<file path="config.mk">
export PLATFORM = sky130hd
export DESIGN_NAME = fpu_issue_ctrl
export DESIGN_NICKNAME = d
export VERILOG_FILES = /design/src/common/fpu_issue_pkg.sv /design/src/hw/fpu_issue_ctrl.sv /design/src/hw/fpu_sysreg_bank.sv
export VERILOG_INCLUDE_DIRS = /design/src /design/src/common
export SDC_FILE = /design/constraint.sdc
export NUM_CORES = 1
export LEC_CHECK = 0
export BUFFER_PORTS_ARGS = -buffer_cell sky130_fd_sc_hd__buf_2
export CAP_MARGIN = 20
export CORE_UTILIZATION = 65
export DETAILED_ROUTE_END_ITERATION = 12
export GPL_TIMING_DRIVEN = 0
export PLACE_DENSITY_LB_ADDON = 0.1
export SYNTH_ARGS = -nofsm -noshare
export SYNTH_HDL_FRONTEND = slang
export SYNTH_SLANG_ARGS = --single-unit
</file>
<file path="constraint.sdc">
create_clock -name clk_in -period 6.42 [get_ports clk_in]
set_input_delay 0.321 -clock clk_in [delete_from_list [all_inputs] [get_ports clk_in]]
set_output_delay 0.321 -clock clk_in [all_outputs]
set_load 0.02 [all_outputs]
</file>
<file path="src/common/fpu_issue_map.svh">
// Selector codes, reset values, masks and cycle figures of the issue block.
`ifndef FPU_ISSUE_MAP_SVH
`define FPU_ISSUE_MAP_SVH
// ----------------------------------------------------------------
// System register selectors
// ----------------------------------------------------------------
`define SEL_SYSTEM_ID 4'h0
`define SEL_STATUS_CTRL 4'h1
`define SEL_FEATURE_1 4'h6
`define SEL_FEATURE_0 4'h7
`define SEL_EXC_ENABLE 4'h8
// ----------------------------------------------------------------
// Reset values, fixed values and write masks
// ----------------------------------------------------------------
`define RST_STATUS_CTRL 32'h00000000
`define RST_EXC_ENABLE 32'h00000000
`define VAL_FEATURE_1 32'h01000011
`define VAL_FEATURE_0 32'h10110221
`define STATUS_CTRL_WMASK 32'hf7f7009f
`define EXC_ENABLE_WMASK 32'h40000000
`define EXC_EN_BIT 30
// ----------------------------------------------------------------
// Coprocessor access field codes
// ----------------------------------------------------------------
`define CP_PRIV 2'h1
`define CP_FULL 2'h3
// ----------------------------------------------------------------
// Throughput, forward and writeback cycles
// ----------------------------------------------------------------
`define THR_ADD 3'h1
`define FWD_ADD 3'h4
`define WB_ADD 3'h4
`define THR_MUL_S 3'h1
`define FWD_MUL_S 3'h5
`define WB_MUL_S 3'h5
`define THR_MUL_D 3'h2
`define FWD_MUL_D 3'h6
`define WB_MUL_D 3'h6
`define THR_MOVE 3'h1
`define FWD_MOVE 3'h1
`define WB_MOVE 3'h2
`define THR_HOST 3'h1
`define WB_HOST 3'h3
`endif

</file>
<file path="src/common/fpu_issue_pkg.sv">
// Types shared by the issue control block and its system register bank.
package fpu_issue_pkg;
`include "fpu_issue_map.svh"

  typedef logic [2:0] lat_t;

  typedef enum logic [2:0] {
    OP_ADD_CVT = 3'b000,
    OP_MUL = 3'b001,
    OP_MOVE = 3'b010,
    OP_TO_UNIT = 3'b011,
    OP_TO_HOST = 3'b100
  } op_class_e;

  typedef struct packed {
    lat_t thr;
    lat_t fwd;
    lat_t wb;
  } timing_s;

endpackage : fpu_issue_pkg

</file>
<file path="src/hw/fpu_issue_ctrl.sv">
// Issue interlock, result timing and access gating of the floating-point unit.
// How it works
// - throughput gaps block the next issue
// - latency counts cycles until result is usable
// - forward for read-after-write, writeback for write-after-write
// - stalls freeze all counters and issue
// - add, subtract, convert: one, four, four
// - multiply one/five single, two/six double
// - moves and transfers in: one, one, two
// - transfers to host: no forward, three writeback
// - every system register is 32 bits
// - unassigned registers read zero, ignore writes
// - reset clears status and enable, fixed features
// - id, features, enable need privileged mode
// - status register needs global enable set
// - host access registers also gate access
`timescale 1ns/1ns
`include "fpu_issue_map.svh"
module fpu_issue_ctrl import fpu_issue_pkg::*; #(
  parameter int NREGS = 32,
  parameter logic [31:0] ID_VALUE = 32'h5a000001 // Arbitrary value.
) (
  // Clock and reset
  input wire logic clk_in,
  input wire logic rst_in,
  // Instruction issue
  input wire logic issue_valid_in,
  input wire op_class_e op_class_in,
  input wire logic double_in,
  input wire logic [$clog2(NREGS)-1:0] dest_in,
  input wire logic [$clog2(NREGS)-1:0] src_a_in,
  input wire logic [$clog2(NREGS)-1:0] src_b_in,
  input wire logic [1:0] use_src_in,
  // Pipeline stalls
  input wire logic fpu_stall_in,
  input wire logic host_stall_in,
  // Host mode and access control
  input wire logic privileged_in,
  input wire logic nonsecure_in,
  input wire logic [3:0] coprocessor_access_register_in,
  input wire logic [1:0] nonsecure_access_register_in,
  // System register transfer
  input wire logic sysreg_valid_in,
  input wire logic sysreg_write_in,
  input wire logic [3:0] sysreg_sel_in,
  input wire logic [31:0] sysreg_wdata_in,
  // Issue answer
  output logic issue_accept_out,
  output logic issue_retry_out,
  output logic issue_undef_out,
  output logic host_data_ready_out,
  // System register answer
  output logic [31:0] sysreg_rdata_out,
  output logic sysreg_done_out,
  output logic sysreg_refused_out,
  // Unit state
  output logic fp_enable_out,
  output logic [5:0] status_flags_out
);
  localparam int AW = $clog2(NREGS);

  // ----------------------------------------------------------------
  // Per-class timing
  // ----------------------------------------------------------------
  function automatic timing_s class_timing(input op_class_e cls,
                                           input logic dbl);
    timing_s t;
    t = '{thr: `THR_MOVE, fwd: `FWD_MOVE, wb: `WB_MOVE};
    case (cls)
      OP_ADD_CVT: t = '{thr: `THR_ADD, fwd: `FWD_ADD, wb: `WB_ADD};
      OP_MUL: begin
        if (dbl)
          t = '{thr: `THR_MUL_D, fwd: `FWD_MUL_D, wb: `WB_MUL_D};
        else
          t = '{thr: `THR_MUL_S, fwd: `FWD_MUL_S, wb: `WB_MUL_S};
      end
      OP_MOVE: t = '{thr: `THR_MOVE, fwd: `FWD_MOVE, wb: `WB_MOVE};
      OP_TO_UNIT: t = '{thr: `THR_MOVE, fwd: `FWD_MOVE, wb: `WB_MOVE};
      OP_TO_HOST: t = '{thr: `THR_HOST, fwd: 3'h0, wb: `WB_HOST};
      default: t = '{thr: `THR_MOVE, fwd: `FWD_MOVE, wb: `WB_MOVE};
    endcase
    return t;
  endfunction : class_timing

  // A coprocessor number is usable when its access field grants the
  // current mode and, in the non-secure state, its non-secure bit is set.
  function automatic logic cp_grant(input logic [1:0] fld,
                                    input logic ns_bit,
                                    input logic priv,
                                    input logic ns);
    return (!ns || ns_bit) && (fld == `CP_FULL || (fld == `CP_PRIV && priv));
  endfunction : cp_grant

  // ----------------------------------------------------------------
  // Decision logic
  // ----------------------------------------------------------------
  timing_s tm;
  logic stall_any;
  logic cp_ok_a;
  logic cp_ok_b;
  logic cp_ok_op;
  logic perm_ok;
  logic writes_dest;
  logic raw_hit;
  logic waw_hit;
  logic thr_busy;
  logic take;
  logic [2:0] thr_cnt_r;
  logic [2:0] fwd_cnt_r [NREGS];
  logic [2:0] wb_cnt_r [NREGS];
  logic [2:0] host_pipe_r;
  op_class_e acc_class_r;
  logic acc_dbl_r;
  logic [AW-1:0] acc_dest_r;

  assign tm = class_timing(op_class_in, double_in);
  assign stall_any = fpu_stall_in || host_stall_in;
  assign cp_ok_a = cp_grant(coprocessor_access_register_in[1:0],
                            nonsecure_access_register_in[0],
                            privileged_in, nonsecure_in);
  assign cp_ok_b = cp_grant(coprocessor_access_register_in[3:2],
                            nonsecure_access_register_in[1],
                            privileged_in, nonsecure_in);
  // Double-precision work goes through the second coprocessor number.
  assign cp_ok_op = double_in ? cp_ok_b : cp_ok_a;
  assign perm_ok = fp_enable_out && cp_ok_op;
  assign writes_dest = op_class_in != OP_TO_HOST;

  // A source is blocked while the producer's forward count is running.
  assign raw_hit = (use_src_in[0] && fwd_cnt_r[src_a_in] != 3'h0) ||
                   (use_src_in[1] && fwd_cnt_r[src_b_in] != 3'h0);

  // A new writer must land strictly after any pending write to the same
  // register, otherwise the older result would overwrite the newer one.
  assign waw_hit = writes_dest && wb_cnt_r[dest_in] != 3'h0 &&
                   wb_cnt_r[dest_in] >= tm.wb - 3'h1;

  assign thr_busy = thr_cnt_r != 3'h0;

  assign take = issue_valid_in && perm_ok && !stall_any && !thr_busy &&
                !raw_hit && !waw_hit;

  // ----------------------------------------------------------------
  // Issue answer
  // ----------------------------------------------------------------
  always_ff @(posedge clk_in) begin
    if (rst_in) begin
      issue_accept_out <= 1'b0;
      issue_retry_out <= 1'b0;
      issue_undef_out <= 1'b0;
    end else begin
      issue_accept_out <= take;
      issue_retry_out <= issue_valid_in && perm_ok && !take;
      issue_undef_out <= issue_valid_in && !perm_ok;
    end
  end

  always_ff @(posedge clk_in) begin
    if (rst_in) begin
      acc_class_r <= OP_ADD_CVT;
      acc_dbl_r <= 1'b0;
      acc_dest_r <= '0;
    end else if (take) begin
      acc_class_r <= op_class_in;
      acc_dbl_r <= double_in;
      acc_dest_r <= dest_in;
    end
  end

  // ----------------------------------------------------------------
  // Throughput gap
  // ----------------------------------------------------------------
  always_ff @(posedge clk_in) begin
    if (rst_in)
      thr_cnt_r <= 3'h0;
    else if (take)
      thr_cnt_r <= tm.thr - 3'h1;
    else if (!stall_any && thr_busy)
      thr_cnt_r <= thr_cnt_r - 3'h1;
  end

  // ----------------------------------------------------------------
  // Result scoreboard
  // ----------------------------------------------------------------
  // Counts are loaded one short so that a latency of one lets the
  // dependent instruction issue on the very next cycle.
  for (genvar i = 0; i < NREGS; i++) begin : g_sb
    always_ff @(posedge clk_in) begin
      if (rst_in) begin
        fwd_cnt_r[i] <= 3'h0;
        wb_cnt_r[i] <= 3'h0;
      end else if (take && writes_dest && dest_in == AW'(i)) begin
        fwd_cnt_r[i] <= tm.fwd - 3'h1;
        wb_cnt_r[i] <= tm.wb - 3'h1;
      end else if (!stall_any) begin
        if (fwd_cnt_r[i] != 3'h0)
          fwd_cnt_r[i] <= fwd_cnt_r[i] - 3'h1;
        if (wb_cnt_r[i] != 3'h0)
          wb_cnt_r[i] <= wb_cnt_r[i] - 3'h1;
      end
    end
  end

  // ----------------------------------------------------------------
  // Transfers to the host
  // ----------------------------------------------------------------
  // No forwarding exists for these; the host sees its data ready three
  // unstalled cycles after the issue edge.
  always_ff @(posedge clk_in) begin
    if (rst_in) begin
      host_pipe_r <= 3'h0;
      host_data_ready_out <= 1'b0;
    end else if (stall_any) begin
      host_data_ready_out <= 1'b0;
    end else begin
      host_pipe_r <= {host_pipe_r[1:0], take && !writes_dest};
      host_data_ready_out <= host_pipe_r[2];
    end
  end

  // ----------------------------------------------------------------
  // System registers
  // ----------------------------------------------------------------
  // Register accesses use the first coprocessor number; software brings
  // the unit up by opening the access registers before setting enable.
  logic [31:0] status_r;
  logic [31:0] exc_r;

  fpu_sysreg_bank #(
    .ID_VALUE(ID_VALUE)
  ) u_bank (
    .clk_in(clk_in),
    .rst_in(rst_in),
    .acc_valid_in(sysreg_valid_in),
    .acc_write_in(sysreg_write_in),
    .acc_sel_in(sysreg_sel_in),
    .acc_wdata_in(sysreg_wdata_in),
    .privileged_in(privileged_in),
    .cp_ok_in(cp_ok_a),
    .rdata_out(sysreg_rdata_out),
    .done_out(sysreg_done_out),
    .refused_out(sysreg_refused_out),
    .status_out(status_r),
    .exc_out(exc_r)
  );

  assign fp_enable_out = exc_r[`EXC_EN_BIT];
  assign status_flags_out = {status_r[7], status_r[4:0]};

  // ----------------------------------------------------------------
  // Checks
  // ----------------------------------------------------------------
  property p_dmul_gap;
    @(posedge clk_in) disable iff (rst_in)
    issue_accept_out && acc_class_r == OP_MUL && acc_dbl_r |=> !issue_accept_out;
  endproperty
  a_dmul_gap: assert property (p_dmul_gap) else $error("double multiply gap broken");

  property p_add_lat;
    @(posedge clk_in) disable iff (rst_in)
    issue_accept_out && acc_class_r == OP_ADD_CVT
      |-> fwd_cnt_r[acc_dest_r] == 3'h3 && wb_cnt_r[acc_dest_r] == 3'h3;
  endproperty
  a_add_lat: assert property (p_add_lat) else $error("add latency wrong");

  property p_smul_lat;
    @(posedge clk_in) disable iff (rst_in)
    issue_accept_out && acc_class_r == OP_MUL && !acc_dbl_r
      |-> fwd_cnt_r[acc_dest_r] == 3'h4;
  endproperty
  a_smul_lat: assert property (p_smul_lat) else $error("multiply latency wrong");

  property p_move_lat;
    @(posedge clk_in) disable iff (rst_in)
    issue_accept_out && acc_class_r == OP_MOVE
      |-> fwd_cnt_r[acc_dest_r] == 3'h0 && wb_cnt_r[acc_dest_r] == 3'h1;
  endproperty
  a_move_lat: assert property (p_move_lat) else $error("move latency wrong");

  property p_raw_block;
    @(posedge clk_in) disable iff (rst_in)
    issue_valid_in && use_src_in[0] && fwd_cnt_r[src_a_in] != 3'h0
      |=> !issue_accept_out;
  endproperty
  a_raw_block: assert property (p_raw_block) else $error("dependent issue not held");

  property p_stall_freeze;
    @(posedge clk_in) disable iff (rst_in)
    stall_any |=> !issue_accept_out && $stable(thr_cnt_r) && $stable(host_pipe_r);
  endproperty
  a_stall_freeze: assert property (p_stall_freeze) else $error("stall did not freeze");

  property p_host_ready;
    @(posedge clk_in) disable iff (rst_in)
    (issue_accept_out && acc_class_r == OP_TO_HOST && !stall_any) ##1 (!stall_any) [*2]
      |=> host_data_ready_out;
  endproperty
  a_host_ready: assert property (p_host_ready) else $error("host data late");

  property p_disabled_undef;
    @(posedge clk_in) disable iff (rst_in)
    issue_valid_in && !fp_enable_out |=> issue_undef_out && !issue_accept_out;
  endproperty
  a_disabled_undef: assert property (p_disabled_undef) else $error("disabled issue taken");

  property p_cp_gate;
    @(posedge clk_in) disable iff (rst_in)
    sysreg_valid_in && coprocessor_access_register_in == 4'h0 |=> sysreg_refused_out;
  endproperty
  a_cp_gate: assert property (p_cp_gate) else $error("access without grant");

  property p_thr_gap;
    @(posedge clk_in) disable iff (rst_in)
    issue_valid_in && thr_busy |=> !issue_accept_out;
  endproperty
  a_thr_gap: assert property (p_thr_gap) else $error("gap not held");

  property p_dmul_lat;
    @(posedge clk_in) disable iff (rst_in)
    issue_accept_out && acc_class_r == OP_MUL && acc_dbl_r |-> fwd_cnt_r[acc_dest_r] == 3'h5;
  endproperty
  a_dmul_lat: assert property (p_dmul_lat) else $error("double multiply latency wrong");

  property p_unit_lat;
    @(posedge clk_in) disable iff (rst_in)
    issue_accept_out && acc_class_r == OP_TO_UNIT |-> wb_cnt_r[acc_dest_r] == 3'h1;
  endproperty
  a_unit_lat: assert property (p_unit_lat) else $error("transfer in latency wrong");

  property p_one_answer;
    @(posedge clk_in) disable iff (rst_in)
    issue_valid_in |=> $onehot({issue_accept_out, issue_retry_out, issue_undef_out});
  endproperty
  a_one_answer: assert property (p_one_answer) else $error("offer answer not unique");

  property p_grant_undef;
    @(posedge clk_in) disable iff (rst_in)
    issue_valid_in && !cp_ok_op |=> issue_undef_out;
  endproperty
  a_grant_undef: assert property (p_grant_undef) else $error("issue without grant");

endmodule : fpu_issue_ctrl

</file>
<file path="src/hw/fpu_sysreg_bank.sv">
// System register bank with mode or enable gating of each mapped access.
`timescale 1ns/1ns
`include "fpu_issue_map.svh"
module fpu_sysreg_bank import fpu_issue_pkg::*; #(
  parameter logic [31:0] ID_VALUE = 32'h5a000001 // Arbitrary value.
) (
  // Clock and reset
  input wire logic clk_in,
  input wire logic rst_in,
  // Access request
  input wire logic acc_valid_in,
  input wire logic acc_write_in,
  input wire logic [3:0] acc_sel_in,
  input wire logic [31:0] acc_wdata_in,
  input wire logic privileged_in,
  input wire logic cp_ok_in,
  // Answer and state
  output logic [31:0] rdata_out,
  output logic done_out,
  output logic refused_out,
  output logic [31:0] status_out,
  output logic [31:0] exc_out
);
  logic known;
  logic allow;
  logic ok;
  logic [31:0] value;

  always_comb begin
    known = 1'b1;
    allow = privileged_in;
    value = 32'h00000000;
    case (acc_sel_in)
      `SEL_SYSTEM_ID: value = ID_VALUE;
      `SEL_FEATURE_1: value = `VAL_FEATURE_1;
      `SEL_FEATURE_0: value = `VAL_FEATURE_0;
      `SEL_EXC_ENABLE: value = exc_out;
      `SEL_STATUS_CTRL: begin
        value = status_out;
        allow = exc_out[`EXC_EN_BIT];
      end
      default: begin
        known = 1'b0;
        allow = 1'b1;
      end
    endcase
    ok = cp_ok_in && allow;
  end

  always_ff @(posedge clk_in) begin
    if (rst_in) begin
      done_out <= 1'b0;
      refused_out <= 1'b0;
      rdata_out <= 32'h00000000;
    end else begin
      done_out <= acc_valid_in && ok;
      refused_out <= acc_valid_in && !ok;
      rdata_out <= (acc_valid_in && ok && !acc_write_in && known) ? value : 32'h00000000;
    end
  end

  // Reserved bits are masked on write so they always read as zero.
  always_ff @(posedge clk_in) begin
    if (rst_in) begin
      status_out <= `RST_STATUS_CTRL;
      exc_out <= `RST_EXC_ENABLE;
    end else if (acc_valid_in && acc_write_in && ok) begin
      if (acc_sel_in == `SEL_STATUS_CTRL)
        status_out <= acc_wdata_in & `STATUS_CTRL_WMASK;
      if (acc_sel_in == `SEL_EXC_ENABLE)
        exc_out <= acc_wdata_in & `EXC_ENABLE_WMASK;
    end
  end

  property p_unmapped;
    @(posedge clk_in) disable iff (rst_in)
    acc_valid_in && cp_ok_in && !known |=> done_out && rdata_out == 32'h00000000;
  endproperty
  a_unmapped: assert property (p_unmapped) else $error("unmapped read not zero");

  property p_status_gate;
    @(posedge clk_in) disable iff (rst_in)
    acc_valid_in && acc_sel_in == `SEL_STATUS_CTRL && !exc_out[`EXC_EN_BIT]
      |=> refused_out && $stable(status_out);
  endproperty
  a_status_gate: assert property (p_status_gate) else $error("status access not refused");

  property p_user_gate;
    @(posedge clk_in) disable iff (rst_in)
    acc_valid_in && !privileged_in && acc_sel_in == `SEL_EXC_ENABLE
      |=> refused_out && $stable(exc_out);
  endproperty
  a_user_gate: assert property (p_user_gate) else $error("user access not refused");

  property p_reset_vals;
    @(posedge clk_in) rst_in |=> status_out == `RST_STATUS_CTRL && exc_out == `RST_EXC_ENABLE;
  endproperty
  a_reset_vals: assert property (p_reset_vals) else $error("bad reset values");

endmodule : fpu_sysreg_bank

</file>
== Word level (Yosys, flattened, before mapping) ==
Memories as Yosys holds them, arrays and structs flattened.
Index checks and enable logic that the tools add are counted.
Word-level totals
  flip-flop bits (word level): 65
  bits in writable memories: 192
  input port bits: 72
  output and inout port bits: 45
  logic and storage cells: 959
  memories kept: 2
Memory list
  fwd_cnt_r: words 32, width 3, read ports 34, clocked after memory_dff 0, wr ports 32, RTL line fpu_issue_ctrl.sv:109  | logic [2:0] fwd_cnt_r [NREGS];
  wb_cnt_r: words 32, width 3, read ports 33, clocked after memory_dff 0, wr ports 32, RTL line fpu_issue_ctrl.sv:110  | logic [2:0] wb_cnt_r [NREGS];
Cells by class
  add/sub/neg operators: 68
  order comparisons: 1
  eq/ne operators: 42
  muxes and demuxes: 554
  bitwise logic cells: 129
  reductions and logical operators: 152
Operator list (number)
  1-bit two-way mux: 420
  3-bit two-way mux: 130
  3-bit nonzero test: 68
  3-bit by 1-bit subtractor with 3-bit output, second input constant: 68
  32-bit one-hot mux with 5 select lines: 1
  1-bit bitwise OR: 128
  5-bit == test, second input constant: 16
  1-bit logical AND: 58
  5-bit by 4-bit == test with 1-bit output, second input constant: 8
  8-bit one-hot mux with 3 select lines: 1
  5-bit by 3-bit == test with 1-bit output, second input constant: 4
  5-bit by 2-bit == test with 1-bit output, second input constant: 2
  1-bit zero test: 10
  4-bit by 3-bit == test with 1-bit output, second input constant: 2
  8-bit two-way mux: 1
  1-bit logical OR: 6
  5-bit by 1-bit == test with 1-bit output, second input constant: 1
  5-bit zero test: 1
  5-bit OR reduction: 1
  2-bit by 1-bit == test with 1-bit output, second input constant: 2
  2-bit == test, second input constant: 2
  4-bit by 1-bit == test with 1-bit output, second input constant: 1
  4-bit == test, second input constant: 1
  4-bit zero test: 1
  other kinds (11): 13

== Depth between registers and ports, before layout ==
Gate-level depths: netlist of the first run.
  depth after elaboration: 18
  depth in mapped cells: 21
  mapped depth without buffers: 17

== By module ==
A second synthesis of the first run with hierarchy kept.
Unflattened totals
  cell total of the unflattened synthesis: 1787
  area total of the unflattened synthesis: 17879.6 um^2
Modules (own cells, without submodules)
  fpu_issue_ctrl: times used 1, cells an instance 1542, area an instance 15640.0 um^2, seq. area each 5965.7 um^2
  fpu_sysreg_bank: times used 1, cells an instance 245, area an instance 2239.6 um^2, seq. area each 900.9 um^2

== Least setup slack after synthesis of the first run ==
No wires, ideal clock.
  path kind: input-to-reg
  from: in op_class_in[2]
  to: mem wb_cnt_r[17][0] (enable)
  library setup time: 0.338 ns
  data arrival time: 3.523 ns
  data required time: 6.082 ns
  slack: 2.559 ns
  stages: 13
  path buffers: 3
  cells stage by stage: or3b_2 a21o_1 clkbuf_1 ha_1 xor2_1 inv_1 ha_1 a21oi_1 a31oi_1 or4_4 buf_2 clkbuf_1 o221ai_1
RTL lines
  start, declared: RTL line fpu_issue_ctrl.sv:28  | input wire op_class_e op_class_in,
  end, declared: RTL line fpu_issue_ctrl.sv:110

==> results of run 1 <==
what timing repair did:
action	CTS	global route
setup endpoints to repair	0	0
hold buffers	3	0
hold endpoints to repair	2	0
routing by layer:
metal,part of all wire,wire length [um],vias up,GRT usage
met4,0.064,3650,2,0.238
met5,0.0012,69,-,0.0189
li1,-,-,6939,-
met1,0.36,20200,7315,0.552
met2,0.43,24600,1287,0.663
met3,0.14,8200,271,0.123
metrics by stage:
stage,total power [mW],hold slack [ns],worst slack [ns]
floorplan,2.33,0.397,2.56
global placement,2.53,0.434,1.03
detailed placement,2.56,0.440,0.992
CTS,4.09,0.000912,1.55
global route,4.24,0.00715,1.28
finish,4.13,0.00126,1.29
tightest hold or removal path: stages:
cell and delay (ns):
buf_2 0.10, nand2_1 0.05, a21oi_1 0.06
final timing paths:
kind	start	to	slack [ns]	depth (start not counted)
worst max-delay path	op_class_in[2]	wb_cnt_r[27][1]	1.29	14
worst max register to register	wb_cnt_r[28][1]	wb_cnt_r[27][1]	2.04	14
worst min-delay path	sysreg_wdata_in[28]	u_bank.status_out[28]	0.001	3
worst min register to register	u_bank.status_out[21]	u_bank.status_out[21]	0.45	2
sequential cells by signal, indices dropped and copies added (netlist names):
register and cells:
fwd_cnt_r 96, wb_cnt_r 96, u_bank.rdata_out 22, u_bank.status_out 20
host_pipe_r 3, thr_cnt_r 3, host_data_ready_out 1, issue_accept_out 1
issue_retry_out 1, issue_undef_out 1, u_bank.done_out 1, u_bank.exc_out 1
u_bank.refused_out 1
synth_stat cells (19+ instances only):
master      n
o21ai_0   270
inv_1     205
edfxtp_1  192
ha_1      134
nor3_1    131
nand2_1   129
clkbuf_1   92
or4_1      73
nor2_1     63
dfxtp_1    55
mux2i_1    50
a21oi_1    49
nor4_1     49
or3_1      38
and2_1     20
nand2b_1   20
a211oi_1   19
buf_2      19
power by group:
part,total [mW],switching [mW],internal (mW)
logic,0.675,0.447,0.228
clock network,1.57,0.671,0.899
registers,1.89,0.0630,1.83
cells in the final DEF (no fill, tap or decap), types with 16 or more instances in the layout:
master / instances
nand2_1: 129
nor2_1: 63
clkbuf_16: 30
buf_4: 17
or3_1: 38
and2_1: 20
buf_2: 111
ha_1: 134
edfxtp_1: 192
dfxtp_1: 55
mux2i_1: 50
nor4_1: 49
a31o_2: 16
or4_1: 73
o21ai_0: 270
nor3_1: 131
a22oi_1: 17
clkbuf_1: 97
nand2b_1: 20
a21oi_1: 49
a211oi_1: 19
inv_1: 205
cell families after synthesis:
group / count (synthesis)
AO/OA/AOI/OAI: 454
adder cells (fa/ha/maj): 134
buffers and inverters: 343
other: 1
XOR/XNOR: 2
flip-flops: 247
multiplexers: 55
AND/OR/NAND/NOR: 585
cell type report:
type | count | area, um2
Timing Repair Buffer | 97 | 500
Multi-Input combinational cell | 1239 | 8200
Buffer | 138 | 614
Clock inverter | 7 | 43.8
Fill cell | 1896 | 6290
Clock buffer | 42 | 840
Sequential cell | 247 | 6870
Tap cell | 324 | 405
Inverter | 205 | 769
Antenna cell | 2 | 5.00
==> qor.json, run 1 <==
{
  "clock_skew_ns": 0.0161,
  "gr-usage-all-layers": 0.433,
  "final_hold_viol_count": 0,
  "critical_path.cell_chain": "buf_2 -> or3b_2 -> a21o_1 -> clkbuf_1 -> ha_1 -> xor2_1 -> inv_1 -> ha_1 -> a21oi_1 -> a31oi_1 -> or4_1 -> clkbuf_1 -> clkbuf_1 -> o21ai_0",
  "clock_sink_count": 247,
  "min_period_over_period": 0.799,
  "post_synth_mux_area_share": 0.0373,
  "synth_seq_cells": 247,
  "power_leakage_nw": 7.05,
  "netlist_instances": 1821,
  "route.vias.total": 15800,
  "ant_nets": 0,
  "drc": 0,
  "dpl.hpwl_mm": 42.5,
  "cts-htree-levels": 1,
  "placedInstanceArea_um2": 17300,
  "grt_first_pass_wirelength_mm": 84.1,
  "post_cts_setup_buffer_count": 0,
  "seq_area_frac_synth": 0.418,
  "run_status": "finished, final reports clean",
  "yosys_warnings": 0,
  "fp.dieArea_um2": 25900,
  "synthXorXnorAreaFrac": 0.00107,
  "synth.largest_area_cell": "edfxtp_1",
  "timing.setup.critical_path_class": "in2reg",
  "setup_repair_after_global_routing_missed_its_margin": "no",
  "worst_hold_path_type": "in2reg",
  "path_delay_family": "buffers and inverters",
  "die_h_um": 161,
  "routabilityCongestion": 1.02,
  "detail_route.vias_per_cell": 6.87,
  "buffer_ports.inserted": 90,
  "dieWidth_um": 161,
  "final-max-slew-violation-count": 0,
  "synthAdderAreaFrac": 0.102,
  "drtIter0Drc": 2631,
  "yosys.cell_types.count": 63,
  "routed_wirelength_mm": 56.7,
  "finalNonFillerCells": 2301,
  "syn_area_um2": 16400,
  "worst_path_max_delay_cell": "xor2_1",
  "design.final.nets": 2162,
  "synth_enable_flop_cells": 192,
  "setup.worst_path.start_class": "input pin",
  "report.final.setup_viol": 0,
  "postcts_resize_cnt": 0,
  "post_drt_wl_per_cell_um": 24.7,
  "area_growth_pct": 11.1,
  "critPathMostFrequentCell": "clkbuf_1",
  "synth_compound_area_frac": 0.163,
  "max-slew-margin-rel": 0.231,
  "cts.clk_slew.worst_paths_ns": 0.06,
  "vdd.ir_drop.worst_mv": 0.269,
  "synth.area.top_cells": "edfxtp_1 35%, ha_1 10%, o21ai_0 8.2%",
  "yosys.area.top_type_share": 0.351,
  "grt_max_degree": 15,
  "placementRows": 57,
  "ctsRootBufferMaster": "clkbuf_16",
  "worst_path_largest_cell_delay_ns": 0.90,
  "dr.pass1.iters": 7,
  "cp_data_arrival_time_ns": 5.40,
  "timing.critical_path.required_ns": 6.69,
  "async_flop_share": 0,
  "synthFlopType": "edfxtp_1",
  "io_pins": 117,
  "final_instance_area_um2": 18200,
  "setup_total_negative_slack_ns": 0,
  "maxClockFrequency_mhz": 195,
  "powerDensity_nw_per_um2": 227,
  "final_critical_delay_including_setup_and_external_delays_ns": 5.13,
  "synth-simple-area-share": 0.194,
  "layout_cell_share_with_drive_strength_beyond_1": 0.109,
  "initial_cell_density_of_the_core": 0.669,
  "core-area_um2": 24500,
  "worst-slew-pin-transition_ns": 1.15,
  "timing.critical_path.buf_inv": 5,
  "via_count_of_the_first_global_routing_pass": 14800,
  "final_util": 0.744,
  "insertion_delay_ns": 0.57,
  "post_synthesis_average_cell_area_um2": 9.02,
  "dpl.cell_count": 2244,
  "global_route.overflow_total": 0,
  "grt_antenna_before_repair": 1,
  "cts-root-to-sink-buffers": 3,
  "endpoint_kind": "register",
  "worst-path-max-fanout": 11,
  "synth_top_family_by_area": "simple AND/OR/NAND/NOR gates",
  "max_cap_violations": 0,
  "tritoncts_clock_tree": "yes",
  "clock_buffer_count_from_cts": 28
}
No activity file was read; power rests on OpenSTA's default activity.
==> run 2, diff against run 1 <==
- CORE_UTILIZATION: 65 -> 56
- clock period: 6.42 -> 4.3 ns (I/O delays scaled with it)
==> qor.json, run 2 (synthesized netlist as in run 1, its figures left out) <==
{
  "run_status": "complete, but fails checks",
  "violations": "negative setup slack",
  "grt_max_degree": {"value": 14, "change": "-1"},
  "nFillCells": {"value": 2474, "change": "+30%"},
  "path_delay_family": "simple AND/OR/NAND/NOR gates",
  "area_growth_pct": 13.7,
  "cts-root-to-sink-buffers": {"value": 3, "change": "unchanged"},
  "buffer_ports.inserted": {"value": 90, "change": "unchanged"},
  "dieWidth": {"value": 173, "unit": "um", "change": "+7.6%"},
  "dpl.hpwl": {"value": 43.6, "unit": "mm", "change": "+2.6%"},
  "worst_path_largest_cell_delay": {"value": 1.05, "unit": "ns", "change": "+0.15 ns"},
  "global_route.overflow_total": {"value": 0, "change": "unchanged"},
  "cts-htree-levels": {"value": 1, "change": "unchanged"},
  "vdd.ir_drop.worst": {"value": 0.272, "unit": "mV", "change": "+1.0%"},
  "route.vias.total": {"value": 15500, "change": "-1.9%"},
  "reg.largest.list": "fwd_cnt_r x96, wb_cnt_r x96, u_bank.rdata_out x22",
  "ff2ff_setup_slack": {"value": 0.07, "unit": "ns", "change": "-1.97 ns"},
  "timing.critical_path.buf_inv": {"value": 3, "change": "-2"},
  "min_period_over_period": 1.00,
  "setup_total_negative_slack": {"value": -0.116, "unit": "ns", "change": "-0.116 ns"},
  "final_hold_viol_count": {"value": 0, "change": "unchanged"},
  "routabilityCongestion": {"value": 1.01, "change": "-0.81%"},
  "setup_repair_after_global_routing_missed_its_margin": "yes",
  "dp_slack": {"value": -0.799, "unit": "ns", "change": "-1.79 ns"},
  "timing.setup.critical_path_class": "in2reg",
  "layout.cells.most_common": "o21ai_0",
  "clock_buffer_count_from_cts": {"value": 28, "change": "unchanged"},
  "worst-path-max-fanout": {"value": 11, "change": "unchanged"},
  "io_pins": {"value": 117, "change": "unchanged"},
  "post_drt_wl_per_cell": {"value": 24.0, "unit": "um", "change": "-2.6%"},
  "max_cap_violations": {"value": 0, "change": "unchanged"},
  "clock_sink_count": {"value": 247, "change": "unchanged"},
  "via_count_of_the_first_global_routing_pass": {"value": 14700, "change": "-0.92%"},
  "maxClockFrequency_mhz": 232,
  "worst-slew-pin-transition": {"value": 1.28, "unit": "ns", "change": "+0.129 ns"},
  "grt_first_pass_wirelength": {"value": 85.3, "unit": "mm", "change": "+1.5%"},
  "routed_wirelength": {"value": 57.4, "unit": "mm", "change": "+1.1%"},
  "dr.pass1.iters": {"value": 7, "change": "unchanged"},
  "layout_cell_share_with_drive_strength_beyond_1": {"value": 0.116, "change": "+0.00697"},
  "clock_skew": {"value": 0.0221, "unit": "ns", "change": "+0.00601 ns"},
  "detail_route.vias_per_cell": {"value": 6.49, "change": "-5.5%"},
  "post-route-worst-setup-slack": {"value": -0.0141, "unit": "ns", "change": "-1.31 ns"},
  "gr-usage-all-layers": {"value": 0.376, "change": "-0.0566"},
  "worst_hold_path_type": "in2reg",
  "tritoncts_clock_tree": "yes",
  "design.final.nets": {"value": 2189, "change": "+1.2%"},
  "grt_antenna_before_repair": {"value": 4, "change": "+3"},
  "cp_data_arrival_time": {"value": 4.57, "unit": "ns", "change": "-0.83 ns"},
  "die_h": {"value": 173, "unit": "um", "change": "+7.6%"},
  "initial_cell_density_of_the_core": {"value": 0.571, "change": "-0.0988"},
  "final-max-slew-violation-count": {"value": 0, "change": "unchanged"},
  "drtIter0Drc": {"value": 1811, "change": "-31%"},
  "core-area": {"value": 28800, "unit": "um2", "change": "+17%"},
  "ctsRootBufferMaster": "clkbuf_16",
  "placementRows": {"value": 62, "change": "+8.8%"},
  "final_util": {"value": 0.649, "change": "-0.0949"},
  "timing.critical_path.required": {"value": 4.56, "unit": "ns", "change": "-2.13 ns"},
  "endpoint_kind": "register",
  "final_critical_delay_including_setup_and_external_delays_ns": 4.31,
  "post_cts_setup_buffer_count": {"value": 0, "change": "unchanged"},
  "fp.dieArea": {"value": 30000, "unit": "um2", "change": "+16%"},
  "power_leakage": {"value": 7.18, "unit": "nW", "change": "+2.0%"},
  "report.final.setup_viol": {"value": 10, "change": "+10"},
  "insertion_delay": {"value": 0.57, "unit": "ns", "change": "about the same"},
  "drc": {"value": 0, "change": "unchanged"},
  "cts.clk_slew.worst_paths": {"value": 0.06, "unit": "ns", "change": "about the same"},
  "worst_path_max_delay_cell": "nor4_2",
  "powerDensity": {"value": 330, "unit": "nW/um2", "change": "+46%"},
  "ant_nets": {"value": 0, "change": "unchanged"},
  "setup.worst_path.start_class": "input pin",
  "max-slew-margin-rel": {"value": 0.148, "change": "-0.0833"},
  "critical_path.cell_chain": "buf_2 -> or3b_2 -> a21o_1 -> clkbuf_1 -> ha_1 -> ha_1 -> a21o_1 -> a21oi_1 -> a31oi_2 -> clkbuf_1 -> nor4_2 -> or3_1",
  "most-common-layout-cells": "270 x o21ai_0, 205 x inv_1, 192 x edfxtp_1"
}
-- run 2: cell count changes in the layout (fill, tap and decap cells not counted), sizes merged --
cell / before / now
buf: 137 / 144
clkbuf: 137 / 134
clkinv: 5 / 7
dlygate4sd3: 3 / 26
inv: 207 / 206
-- run 2: per-stage QoR --
stage          cell area [um2]  total power, mW  hold WS, ns  cells
2_1_floorplan            16500             3.48        0.291   1829
3_3_place_gp             17400             3.80        0.433   2303
3_5_place_dp             17400             3.84        0.439   2308
4_1_cts                  18500             6.09       0.0131   2384
5_1_grt                  18700             6.35       0.0673   2387
6_report                 18700             6.16       0.0343   2389
-- run 2: final timing paths --
kind / start / end / cells past startpoint
worst min-delay path: fpu_stall_in / host_pipe_r[2] / 4
worst max-delay path: op_class_in[2] / wb_cnt_r[13][2] / 12
worst max register to register: wb_cnt_r[23][1] / wb_cnt_r[13][2] / 13
worst min register to register: u_bank.status_out[25] / u_bank.status_out[25] / 2
-- run 2: metal layers --
| layer | track usage | wire length [um] | up-vias | share of wire |
|---|---|---|---|---|
| li1 | - | - | 6990 | - |
| met1 | 0.502 | 21900 | 7304 | 0.38 |
| met2 | 0.575 | 25000 | 1018 | 0.44 |
| met3 | 0.0816 | 7430 | 202 | 0.13 |
| met4 | 0.201 | 3100 | 0 | 0.054 |
| met5 | 0 | 0 | - | 0 |
-- run 2: timing repair --
| item | in CTS | in global routing |
|---|---|---|
| hold buffers | 26 | 0 |
| gates resized for setup | 3 | 18 |
| hold endpoints to repair | 28 | 0 |
| endpoints found under the setup margin | 138 | 171 |
| gates cloned | 0 | 0 |
-- run 2: where the power goes --
part	switching (mW)	internal, mW
Combinational	0.676	0.355
Clock	0.997	1.30
Sequential	0.102	2.73
Total	1.77	4.38
-- run 2: tightest hold or removal path: cells and delay by family --
| kind | cells | cell delay [ns] |
|---|---|---|
| AOI/OAI and AO/OA | 1 | 0.05 |
| and+or+nand+nor | 2 | 0.21 |
| buffers and inverters | 1 | 0.08 |
-- run 2: area by class of cell --
type | instances | area (um2) | share of cell area
antenna | 2 | 5.00 | 0.000268
tap | 384 | 480 | 0.0257
clock buffer | 42 | 816 | 0.0437
inverter | 205 | 769 | 0.0412
buffer | 137 | 614 | 0.0329
timing repair buffer | 125 | 766 | 0.0410
sequential | 247 | 6870 | 0.368
clock inverter | 8 | 37.5 | 0.00201
multi-input combinational | 1239 | 8320 | 0.445
